[config.mk]
export PLATFORM = sky130hd
export DESIGN_NAME = nip_phy_reg_access
export DESIGN_NICKNAME = d
export VERILOG_FILES = /design/src/nip_pkg.sv /design/src/nip_irq_ctrl.sv /design/src/nip_phy_reg_access.sv
export SDC_FILE = /design/constraint.sdc
export NUM_CORES = 1
export LEC_CHECK = 0
export BUFFER_PORTS_ARGS = -buffer_cell sky130_fd_sc_hd__buf_2
export CAP_MARGIN = 20
export CELL_PAD_IN_SITES_DETAIL_PLACEMENT = 2
export CELL_PAD_IN_SITES_GLOBAL_PLACEMENT = 2
export CORE_MARGIN = 2
export CORE_UTILIZATION = 30
export CTS_BUF_LIST = sky130_fd_sc_hd__clkbuf_4
export CTS_CLUSTER_DIAMETER = 30
export DETAILED_ROUTE_END_ITERATION = 8
export PLACE_DENSITY_LB_ADDON = 0.1
export RECOVER_POWER = 100
export SYNTH_ARGS = -nofsm -noshare
export SYNTH_HDL_FRONTEND = slang
export SYNTH_SLANG_ARGS = --single-unit
[constraint.sdc]
create_clock -name mclk -period 2.3 [get_ports mclk]
set_input_delay 0 -clock mclk [delete_from_list [all_inputs] [get_ports mclk]]
set_output_delay 0 -clock mclk [all_outputs]
set_load 0.02 [all_outputs]
[src/nip_pkg.sv]
// Functional notes
// - Node valid flag clears on bus reset, sets when a new node number arrives.
// - Root flag is loaded during bus reset processing from the PHY root report.
// - Node identity reserved bits 29-28 and 26-16 always read zero.
// - Cable power ok flag follows the PHY cable power good report.
// - Bus segment bits 15-6 are software writable; reset all ones, upper zero.
// - Node number bits 5-0 load from PHY after self-ID; software cannot write.
// - The 16-bit node ID is bus segment above node number.
// - Read complete flag clears when software sets the read or write request.
// - Read complete flag sets whenever a register transfer arrives from PHY.
// - Each PHY register transfer captures address into 27-24, data into 23-16.
// - Read request bit 15 set by software, cleared once the request is sent.
// - Write request bit 14 set by software, cleared once the request is sent.
// - Target address from bits 11-8, write value from 7-0, unused on reads.
// - PHY port reserved bits 30-28 and 13-12 always read zero.
package nip_pkg;
	localparam int APB_AW = 12;
	typedef logic [APB_AW-1:0] nip_addr_t;
	// Register byte addresses.
	localparam nip_addr_t OFF_NODE_ID = 12'h0e8;
	localparam nip_addr_t OFF_PHY_PORT = 12'h0ec;
	localparam nip_addr_t OFF_IRQ_STAT = 12'h0d8;
	localparam nip_addr_t OFF_IRQ_MASK = 12'h0dc;
	// Node identity layout.
	localparam int NID_VALID_BIT = 31;
	localparam int NID_ROOT_BIT = 30;
	localparam int NID_CPS_BIT = 27;
	localparam int NID_SEG_LSB = 6;
	localparam int NID_SEG_W = 10;
	localparam int NID_NUM_W = 6;
	localparam logic [NID_SEG_W-1:0] NID_SEG_RST = 10'h3ff;
	localparam logic [NID_NUM_W-1:0] NID_NUM_RST = 6'h3f;
	// PHY register port layout.
	localparam int PRT_DONE_BIT = 31;
	localparam int PRT_RADDR_LSB = 24;
	localparam int PRT_RDATA_LSB = 16;
	localparam int PRT_RD_BIT = 15;
	localparam int PRT_WR_BIT = 14;
	localparam int PRT_TADDR_LSB = 8;
	localparam int PRT_WDATA_LSB = 0;
	localparam int PHY_AW = 4;
	localparam int PHY_DW = 8;
	localparam logic [PHY_AW-1:0] PRT_ADDR_RST = 4'h0;
	localparam logic [PHY_DW-1:0] PRT_DATA_RST = 8'h00;
	// Interrupt event bits.
	localparam int IRQ_W = 4;
	localparam int EVT_BUS_RESET = 0;
	localparam int EVT_NODE_VALID = 1;
	localparam int EVT_PHY_RETURN = 2;
	localparam int EVT_REQ_SENT = 3;
	localparam logic [IRQ_W-1:0] IRQ_RST = 4'h0;
	// Request sequencer states, Gray ordered.
	typedef enum logic [1:0] {
		ST_IDLE = 2'b00,
		ST_SEND = 2'b01
	} nip_state_e;
	// Request toward the PHY.
	typedef struct packed {
		logic write;
		logic [PHY_AW-1:0] addr;
		logic [PHY_DW-1:0] data;
	} nip_phy_req_s;
	// Register transfer coming back from the PHY.
	typedef struct packed {
		logic [PHY_AW-1:0] addr;
		logic [PHY_DW-1:0] data;
	} nip_phy_ret_s;
endpackage

[src/nip_irq_ctrl.sv]
`timescale 1ns/100ps
module nip_irq_ctrl
	import nip_pkg::*;
#(
	parameter int W = IRQ_W
) (
	// Clock and reset.
	input wire logic mclk,
	input wire logic rst,
	// Event pulses.
	input wire logic [W-1:0] evt,
	// Software access.
	input wire logic statClrEn,
	input wire logic maskWrEn,
	input wire logic [W-1:0] phy_write_value,
	// State.
	output logic [W-1:0] status,
	output logic [W-1:0] mask,
	output logic irq
);
	logic [W-1:0] status_r;
	logic [W-1:0] mask_r;
	logic irq_r;
	logic [W-1:0] status_nxt;
	logic [W-1:0] mask_nxt;

	// Write one clears; an event in the same cycle wins over its clear.
	assign status_nxt = (status_r & ~(statClrEn ? phy_write_value : '0)) | evt;
	assign mask_nxt = maskWrEn ? phy_write_value : mask_r;

	// Sticky status, mask and the registered level interrupt.
	always_ff @(posedge mclk) begin
		if (rst) begin
			status_r <= IRQ_RST;
			mask_r <= IRQ_RST;
			irq_r <= 1'b0;
		end else begin
			status_r <= status_nxt;
			mask_r <= mask_nxt;
			irq_r <= |(status_nxt & mask_nxt);
		end
	end

	assign status = status_r;
	assign mask = mask_r;
	assign irq = irq_r;
endmodule

[src/nip_phy_reg_access.sv]
`timescale 1ns/100ps
module nip_phy_reg_access
	import nip_pkg::*;
(
	// Clock and reset.
	input wire logic mclk,
	input wire logic rst,
	// APB slave.
	input wire logic psel,
	input wire logic penable,
	input wire logic pwrite,
	input wire nip_addr_t paddr,
	input wire logic [31:0] pwdata,
	output logic [31:0] prdata,
	output logic pready,
	output logic pslverr,
	// Node status from the PHY.
	input wire logic busResetDetected,
	input wire logic selfIdDone,
	input wire logic [NID_NUM_W-1:0] selfIdNodeNum,
	input wire logic phyIsRoot,
	input wire logic cablePowerOk,
	// Register request toward the PHY.
	output logic phyReqValid,
	output nip_phy_req_s phyReq,
	input wire logic phyReqReady,
	// Register transfer from the PHY.
	input wire logic phyRetValid,
	input wire nip_phy_ret_s phyRet,
	// Node identity and interrupt.
	output logic [15:0] nodeId,
	output logic nodeIdValid,
	output logic irq
);
	// Address match helper shared by every decode.
	function automatic logic regHit(input nip_addr_t a, input nip_addr_t off);
		regHit = (a[APB_AW-1:2] == off[APB_AW-1:2]);
	endfunction

	// APB state.
	logic pready_r;
	logic pslverr_r;
	logic [31:0] prdata_r;
	// Node identity state.
	logic nodeValid_r;
	logic root_r;
	logic cps_r;
	logic [NID_SEG_W-1:0] segment_r;
	logic [NID_SEG_W-1:0] segment_nxt;
	logic [NID_NUM_W-1:0] nodeNum_r;
	logic [NID_NUM_W-1:0] nodeNum_nxt;
	logic nodeValid_nxt;
	// PHY port state.
	logic readDone_r;
	logic readDone_nxt;
	logic [PHY_AW-1:0] retAddr_r;
	logic [PHY_DW-1:0] retData_r;
	logic pendRd_r;
	logic pendRd_nxt;
	logic pendWr_r;
	logic pendWr_nxt;
	logic [PHY_AW-1:0] tgtAddr_r;
	logic [PHY_DW-1:0] wrValue_r;
	nip_state_e state_r;
	nip_state_e state_nxt;
	logic reqValid_r;
	nip_phy_req_s req_r;
	nip_phy_req_s req_nxt;

	// Bus phase decode.
	wire accessFirst = psel && penable && !pready_r;
	wire apbDone = psel && penable && pready_r;
	wire apbWr = apbDone && pwrite;
	wire hitNode = regHit(paddr, OFF_NODE_ID);
	wire hitPort = regHit(paddr, OFF_PHY_PORT);
	wire hitStat = regHit(paddr, OFF_IRQ_STAT);
	wire hitMask = regHit(paddr, OFF_IRQ_MASK);
	wire hitAny = hitNode || hitPort || hitStat || hitMask;
	wire wrNode = apbWr && hitNode;
	wire wrPort = apbWr && hitPort;

	// Interrupt block wiring.
	logic [IRQ_W-1:0] irqStatus;
	logic [IRQ_W-1:0] irqMask;
	logic [IRQ_W-1:0] irqEvt;
	wire reqSent = reqValid_r && phyReqReady;

	// Events feeding the sticky status bits.
	assign irqEvt[EVT_BUS_RESET] = busResetDetected;
	assign irqEvt[EVT_NODE_VALID] = selfIdDone;
	assign irqEvt[EVT_PHY_RETURN] = phyRetValid;
	assign irqEvt[EVT_REQ_SENT] = reqSent;

	nip_irq_ctrl #(
		.W(IRQ_W)
	) u_irq (
		.mclk(mclk),
		.rst(rst),
		.evt(irqEvt),
		.statClrEn(apbWr && hitStat),
		.maskWrEn(apbWr && hitMask),
		.phy_write_value(pwdata[IRQ_W-1:0]),
		.status(irqStatus),
		.mask(irqMask),
		.irq(irq)
	);

	// Read words; reserved bits are tied to zero.
	wire [31:0] nodeWord = {nodeValid_r, root_r, 2'b00, cps_r, 11'h000,
		segment_r, nodeNum_r};
	wire [31:0] portWord = {readDone_r, 3'b000, retAddr_r, retData_r,
		pendRd_r, pendWr_r, 2'b00, tgtAddr_r, wrValue_r};
	wire [31:0] readMux = hitNode ? nodeWord :
		hitPort ? portWord :
		hitStat ? {28'h0000000, irqStatus} :
		hitMask ? {28'h0000000, irqMask} : 32'h00000000;

	// APB answer: one wait state, data and error registered.
	always_ff @(posedge mclk) begin
		if (rst) begin
			pready_r <= 1'b0;
			pslverr_r <= 1'b0;
			prdata_r <= 32'h00000000;
		end else begin
			pready_r <= accessFirst;
			if (accessFirst) begin
				pslverr_r <= !hitAny;
				prdata_r <= pwrite ? 32'h00000000 : readMux;
			end
		end
	end

	// Node identity updates; a new node number beats a bus reset in the same cycle.
	assign nodeValid_nxt = selfIdDone ? 1'b1 : (busResetDetected ? 1'b0 : nodeValid_r);
	assign nodeNum_nxt = selfIdDone ? selfIdNodeNum : nodeNum_r;
	assign segment_nxt = wrNode ? pwdata[NID_SEG_LSB +: NID_SEG_W] : segment_r;

	// Node identity registers.
	always_ff @(posedge mclk) begin
		if (rst) begin
			nodeValid_r <= 1'b0;
			root_r <= 1'b0;
			cps_r <= 1'b0;
			segment_r <= NID_SEG_RST;
			nodeNum_r <= NID_NUM_RST;
		end else begin
			nodeValid_r <= nodeValid_nxt;
			if (busResetDetected || selfIdDone) begin
				root_r <= phyIsRoot;
			end
			cps_r <= cablePowerOk;
			segment_r <= segment_nxt;
			nodeNum_r <= nodeNum_nxt;
		end
	end

	// The exported node ID is the segment above the node number.
	assign nodeId = {segment_r, nodeNum_r};
	assign nodeIdValid = nodeValid_r;

	// Software request decode; a new request is taken only when none is pending.
	wire portIdle = !pendRd_r && !pendWr_r;
	wire swRd = wrPort && portIdle && pwdata[PRT_RD_BIT];
	wire swWr = wrPort && portIdle && pwdata[PRT_WR_BIT] && !pwdata[PRT_RD_BIT];
	wire swReq = swRd || swWr;

	// Pending bits: set by software, dropped when the transfer is accepted.
	assign pendRd_nxt = swRd ? 1'b1 : ((reqSent && !req_r.write) ? 1'b0 : pendRd_r);
	assign pendWr_nxt = swWr ? 1'b1 : ((reqSent && req_r.write) ? 1'b0 : pendWr_r);
	// Completion flag: an arriving transfer wins over the software clear.
	assign readDone_nxt = phyRetValid ? 1'b1 : (swReq ? 1'b0 : readDone_r);

	// PHY port registers.
	always_ff @(posedge mclk) begin
		if (rst) begin
			readDone_r <= 1'b0;
			retAddr_r <= PRT_ADDR_RST;
			retData_r <= PRT_DATA_RST;
			pendRd_r <= 1'b0;
			pendWr_r <= 1'b0;
			tgtAddr_r <= PRT_ADDR_RST;
			wrValue_r <= PRT_DATA_RST;
		end else begin
			readDone_r <= readDone_nxt;
			pendRd_r <= pendRd_nxt;
			pendWr_r <= pendWr_nxt;
			if (phyRetValid) begin
				retAddr_r <= phyRet.addr;
				retData_r <= phyRet.data;
			end
			if (wrPort) begin
				tgtAddr_r <= pwdata[PRT_TADDR_LSB +: PHY_AW];
				wrValue_r <= pwdata[PRT_WDATA_LSB +: PHY_DW];
			end
		end
	end

	// Sequencer: launch one transfer per pending bit and hold it until taken.
	always_comb begin
		state_nxt = state_r;
		req_nxt = req_r;
		unique case (state_r)
			ST_IDLE: begin
				if (!portIdle) begin
					state_nxt = ST_SEND;
					req_nxt.write = pendWr_r;
					req_nxt.addr = tgtAddr_r;
					req_nxt.data = pendWr_r ? wrValue_r : PRT_DATA_RST;
				end
			end
			ST_SEND: begin
				if (phyReqReady) begin
					state_nxt = ST_IDLE;
				end
			end
			default: begin
				state_nxt = ST_IDLE;
			end
		endcase
	end

	// Sequencer registers.
	always_ff @(posedge mclk) begin
		if (rst) begin
			state_r <= ST_IDLE;
			reqValid_r <= 1'b0;
			req_r <= '0;
		end else begin
			state_r <= state_nxt;
			reqValid_r <= (state_nxt == ST_SEND);
			req_r <= req_nxt;
		end
	end

	assign phyReqValid = reqValid_r;
	assign phyReq = req_r;
	assign prdata = prdata_r;
	assign pready = pready_r;
	assign pslverr = pslverr_r;
endmodule

== Yosys cells after proc, flatten, opt, wreduce, memory -nomap -nowiden ==
Cells that the tools add are included.
Storage, ports and cells
  logic and storage cells: 87
  output and inout bits: 66
  input port bits: 73
  register bits: 105
Operators by class
  reduce and logical (&&, ||, !) cells: 34
  multiplexer cells: 19
  eq/ne operators: 6
  bitwise logic cells: 5
Operators with widths (number)
  $mux 32: 3
  $eq 10x6->1 const B: 4
  $logic_and 1x1->1: 16
  $mux 4: 4
  $and 4x4->4: 2
  $mux 1: 8
  $mux 8: 1
  $reduce_bool 2->1: 4
  $logic_not 1->1: 6
  $logic_or 1x1->1: 5
  $eq 2x1->1 const B: 2
  $mux 2: 2
  $not 4->4: 1
  $or 4x4->4: 1
  $pmux 2 s2: 1
  $reduce_or 4->1: 1
  $logic_not 2->1: 1
  $reduce_and 2->1: 1
  $not 1->1: 1

== Longest topological paths before layout ==
  word-level depth: 10
  gate-level depth with buffers: 6

== By module ==
Synthesis repeated with hierarchy kept, for this count alone.
Unflattened totals
  cell total of the unflattened synthesis: 395
  area total of the unflattened synthesis: 3938.8 um^2
By module, submodules not included
  nip_phy_reg_access: cells each 358, instances 1, area each 3573.4 um^2, seq. area each 1881.8 um^2
  nip_irq_ctrl: cells each 37, instances 1, area each 365.4 um^2, seq. area each 180.2 um^2

== Worst setup path after synthesis ==
No wires, ideal clock.
  path kind: flip-flop to flip-flop
  start point: reg pready_r (netlist: pready)
  end point: reg prdata_r[10] (netlist: prdata[10])
  cell stages (with the launch flop): 7
  clock period less this slack: 1.752 ns
  setup time: 0.071 ns
  arrival: 1.682 ns
  slack: 0.548 ns
  required time: 2.229 ns
  cell sequence: dfxtp_1 > nand3b_1 > and4bb_2 > and3b_1 > buf_2 > a22oi_1 > a21oi_1
On the way
  word-level cells in the longest chain between the ends: 2
RTL lines
  start, declared: line nip_phy_reg_access.sv:41  | logic pready_r;
  start signal, assigned: line nip_phy_reg_access.sv:125  | pready_r <= accessFirst;
  $logic_not 1->1: line nip_phy_reg_access.sv:71  | wire accessFirst = psel && penable && !pready_r;
  $logic_and 1x1->1: line nip_phy_reg_access.sv:71
  end signal, assigned: line nip_phy_reg_access.sv:128  | prdata_r <= pwrite ? 32'h00000000 : readMux;
  end, declared: line nip_phy_reg_access.sv:43  | logic [31:0] prdata_r;
Every way passes these cells.
A chain may end at the register's enable or synchronous reset.

== Final worst setup path ==
  start point: reg pready_r (netlist: pready)
  end point: reg prdata_r[17] (netlist: prdata[17])
Same word-level chain as after synthesis.

==> key figures <==
Run status
  – Status: complete, no violations

Worst setup path
  – CP arrival: 2.36 ns
  – Worst-path fanout max: 21
  – Crit end category: register
  – Reg2Reg Launch Point: pready
  – Startpoint Class: register
  – WS Path Type: register to register
  – Worst Path Required: 2.71 ns
  – FF-to-FF setup slack: 0.35 ns
  – Worst r2r dst: prdata[17]
  – R2R depth: 6
  – Worst Setup SP: pready

Global routing
  – Initial antenna violation count: 1
  – Vias in the first global route: 4162
  – Grt ovf: 0
  – Global-route wire length before repair: 21460 um
  – GRT Util Overall: 19.33%
  – Largest net degree at the start of global routing: 64

Layout
  – Synthesis-to-layout area growth: 32.74%
  – Fraction of layout instances using a drive strength above 1: 14.19%
  – Utilization after layout: 40.69%
  – # nets final: 660

Placed design
  – RePlAce Congestion: 0.7707
  – Place WS: 0.4692 ns
  – Hpwl dp: 9149 um
  – Port Buf Inserts: 118

Min path
  – Worst Hold Depth: 3
  – Worst Hold Class: input port to register
  – Hold path endpoint: retData_r[4]
  – HP Start: phyRetValid

Clocking
  – Clk root buf: clkbuf_4
  – Post CTS Setup Buffer Count: 0
  – Reg clk slew, reported paths: 0.15 ns
  – Sink Count: 103
  – CTS buffer count: 9
  – Latest clock arrival within the worst-skew pair: 0.47 ns
  – H-tree levels: 3
  – CTS max path bufs: 2
  – CTS tree: yes

Timing
  – Total negative slack: 0 ns
  – Tcrit/Tclk final: 84.91%
  – Achievable clock frequency: 512.0 MHz
  – Fin. max-slew vios: 0
  – Final count of negative-setup-slack endpoints: 0
  – Clock Skew: 0.01808 ns
  – RSZ-0062 raised after global routing: no
  – Endpoints failing hold: 0
  – Worst Tran Pin Value: 1.083 ns
  – Setup slack after layout: 0.3470 ns
  – Slew HR: 27.79%
  – Post-layout min period: 1.953 ns

Detailed routing
  – Number of routed nets with antenna violations: 0
  – Vias post-DR: 3774
  – First-pass iteration count of the detailed router: 4
  – WL/cell: 17.42 um
  – # DRC: 0
  – Detailed Route WL: 13400 um
  – Vias per cell: 4.908
  – Initial drt markers: 124

Synthesis
  – Synth area leaders: dfxtp_1, mux2i_1, a22oi_1
  – FFs w/ async S/R, synth: 0%
  – Cell area after synthesis: 0.004044 sq mm
  – Post-Syn Instances: 427
  – Yosys warning count: 0
  – Top post-synthesis cells by count: dfxtp_1, nor2_1, nand2_1
  – Yosys cell types: 45
  – Area leader, netlist: dfxtp_1
  – Yosys reg bits: 103
  – Register area share after synthesis: 50.99%
  – Syn avg cell area: 9.470 sq um
  – Number of synthesized flops with an enable pin: 0
  – Yosys top cell area share: 50.99%
  – Count leader, synth: dfxtp_1
  – Top_reg_cell synth: dfxtp_1

Floorplanning
  – Total core area: 0.01319 sq mm
  – Starting Density: 30.66%
  – Cell Rows: 42
  – Chip width: 120.1 um
  – Top Ports: 139
  – Die height: 120.1 um
  – Die area: 0.01442 sq mm

Pwr
  – PD cells: 596.7 mW/mm^2
  – Leakage power: 2.093 nW
  – Worst VDD drop: 339.2 uV

Run
  – # Max-Cap Violations: 0
-- worst max-delay path: stages (launching register included) --
cell	delay, ns
dfxtp_1	0.36
nand3b_1	0.22
clkbuf_1	0.39
nor4b_4	0.34
buf_4	0.32
a22oi_1	0.12
nor2_1	0.14
-- per-stage QoR --
stage	std cells	instance area [sq um]	hold slack [ns]	total power, W
6_report	769	5368	0.06950	0.003203
5_1_grt	769	5368	0.01269	0.003373
4_1_cts	767	5448	0.003892	0.003261
3_5_place_dp	703	4810	0.2156	0.002110
3_3_place_gp	703	4810	0.2061	0.002102
2_1_floorplan	429	4051	0.1174	0.001994
-- flip-flops by register name, summed over array words and instances, names as in the netlist, 2 cells and up --
name,flops
nodeNum_r,6
phyReq,13
prdata,30
retAddr_r,4
retData_r,8
segment_r,10
state_r,2
tgtAddr_r,4
u_irq.mask,4
u_irq.status,4
wrValue_r,8
-- placed cells by master, fill, tap and decap left out, types with 10 or more instances in the layout --
cell type,count
a21oi_1,30
o21ai_0,11
dlygate4sd3_1,49
dfxtp_1,103
nor2_1,66
a22oi_1,34
nand2_1,43
buf_2,51
nand3b_1,15
mux2i_1,28
clkbuf_1,68
clkbuf_4,10
-- cells by family after synthesis --
| logic type | count (synthesis) | share of synthesized area (%) |
|---|---|---|
| AOI/OAI and AO/OA | 101 | 16.74 |
| xor gates and xnor gates | 1 | 0.2166 |
| buffers and inverters | 33 | 3.806 |
| DFF | 103 | 50.99 |
| muxes | 30 | 7.488 |
| other | 1 | 0.09273 |
| and+or+nand+nor | 158 | 20.67 |
-- repair_timing --
item / CTS / global route
resized for setup: 0 / 0
hold endpoints to repair: 61 / 7
hold buffers: 48 / 1
-- final cells by class --
class	instances	area (sq um)
fillers	1508	7823
inverters	3	11.26
flip-flops and latches	103	2062
repair buffers	177	1079
well taps	176	220.2
multi-input cells	293	1836
diodes	1	2.502
clock buffers	10	75.07
clock inverters	6	82.58
-- routing by layer --
metal  vias to the layer above  track usage [%]  routed length, um
met3                        13            6.179                568
met4                         0            5.809                210
met5                         -                0                  0
li1                       1831                -                  -
met1                      1856            21.19               5493
met2                        74            35.30               7125
-- power breakdown --
group	total (W)	switching (W)	internal, W	leakage (nW)
Clock	0.00107	0.000620	0.000451	0.0882
Sequential	0.00184	0.0000208	0.00182	0.837
Combinational	0.000295	0.000152	0.000143	1.17
-- worst max-delay path by stage --
stage                      end  cells after the start  slack, ns
floorplan           prdata[10]                      6       0.55
global placement    readDone_r                      6       0.53
detailed placement    pendWr_r                      6       0.47
CTS                  u_irq.irq                      5       0.44
global route        prdata[26]                      6       0.17
finish              prdata[17]                      6       0.35
Note: power is estimated with default switching activity, not from simulation.
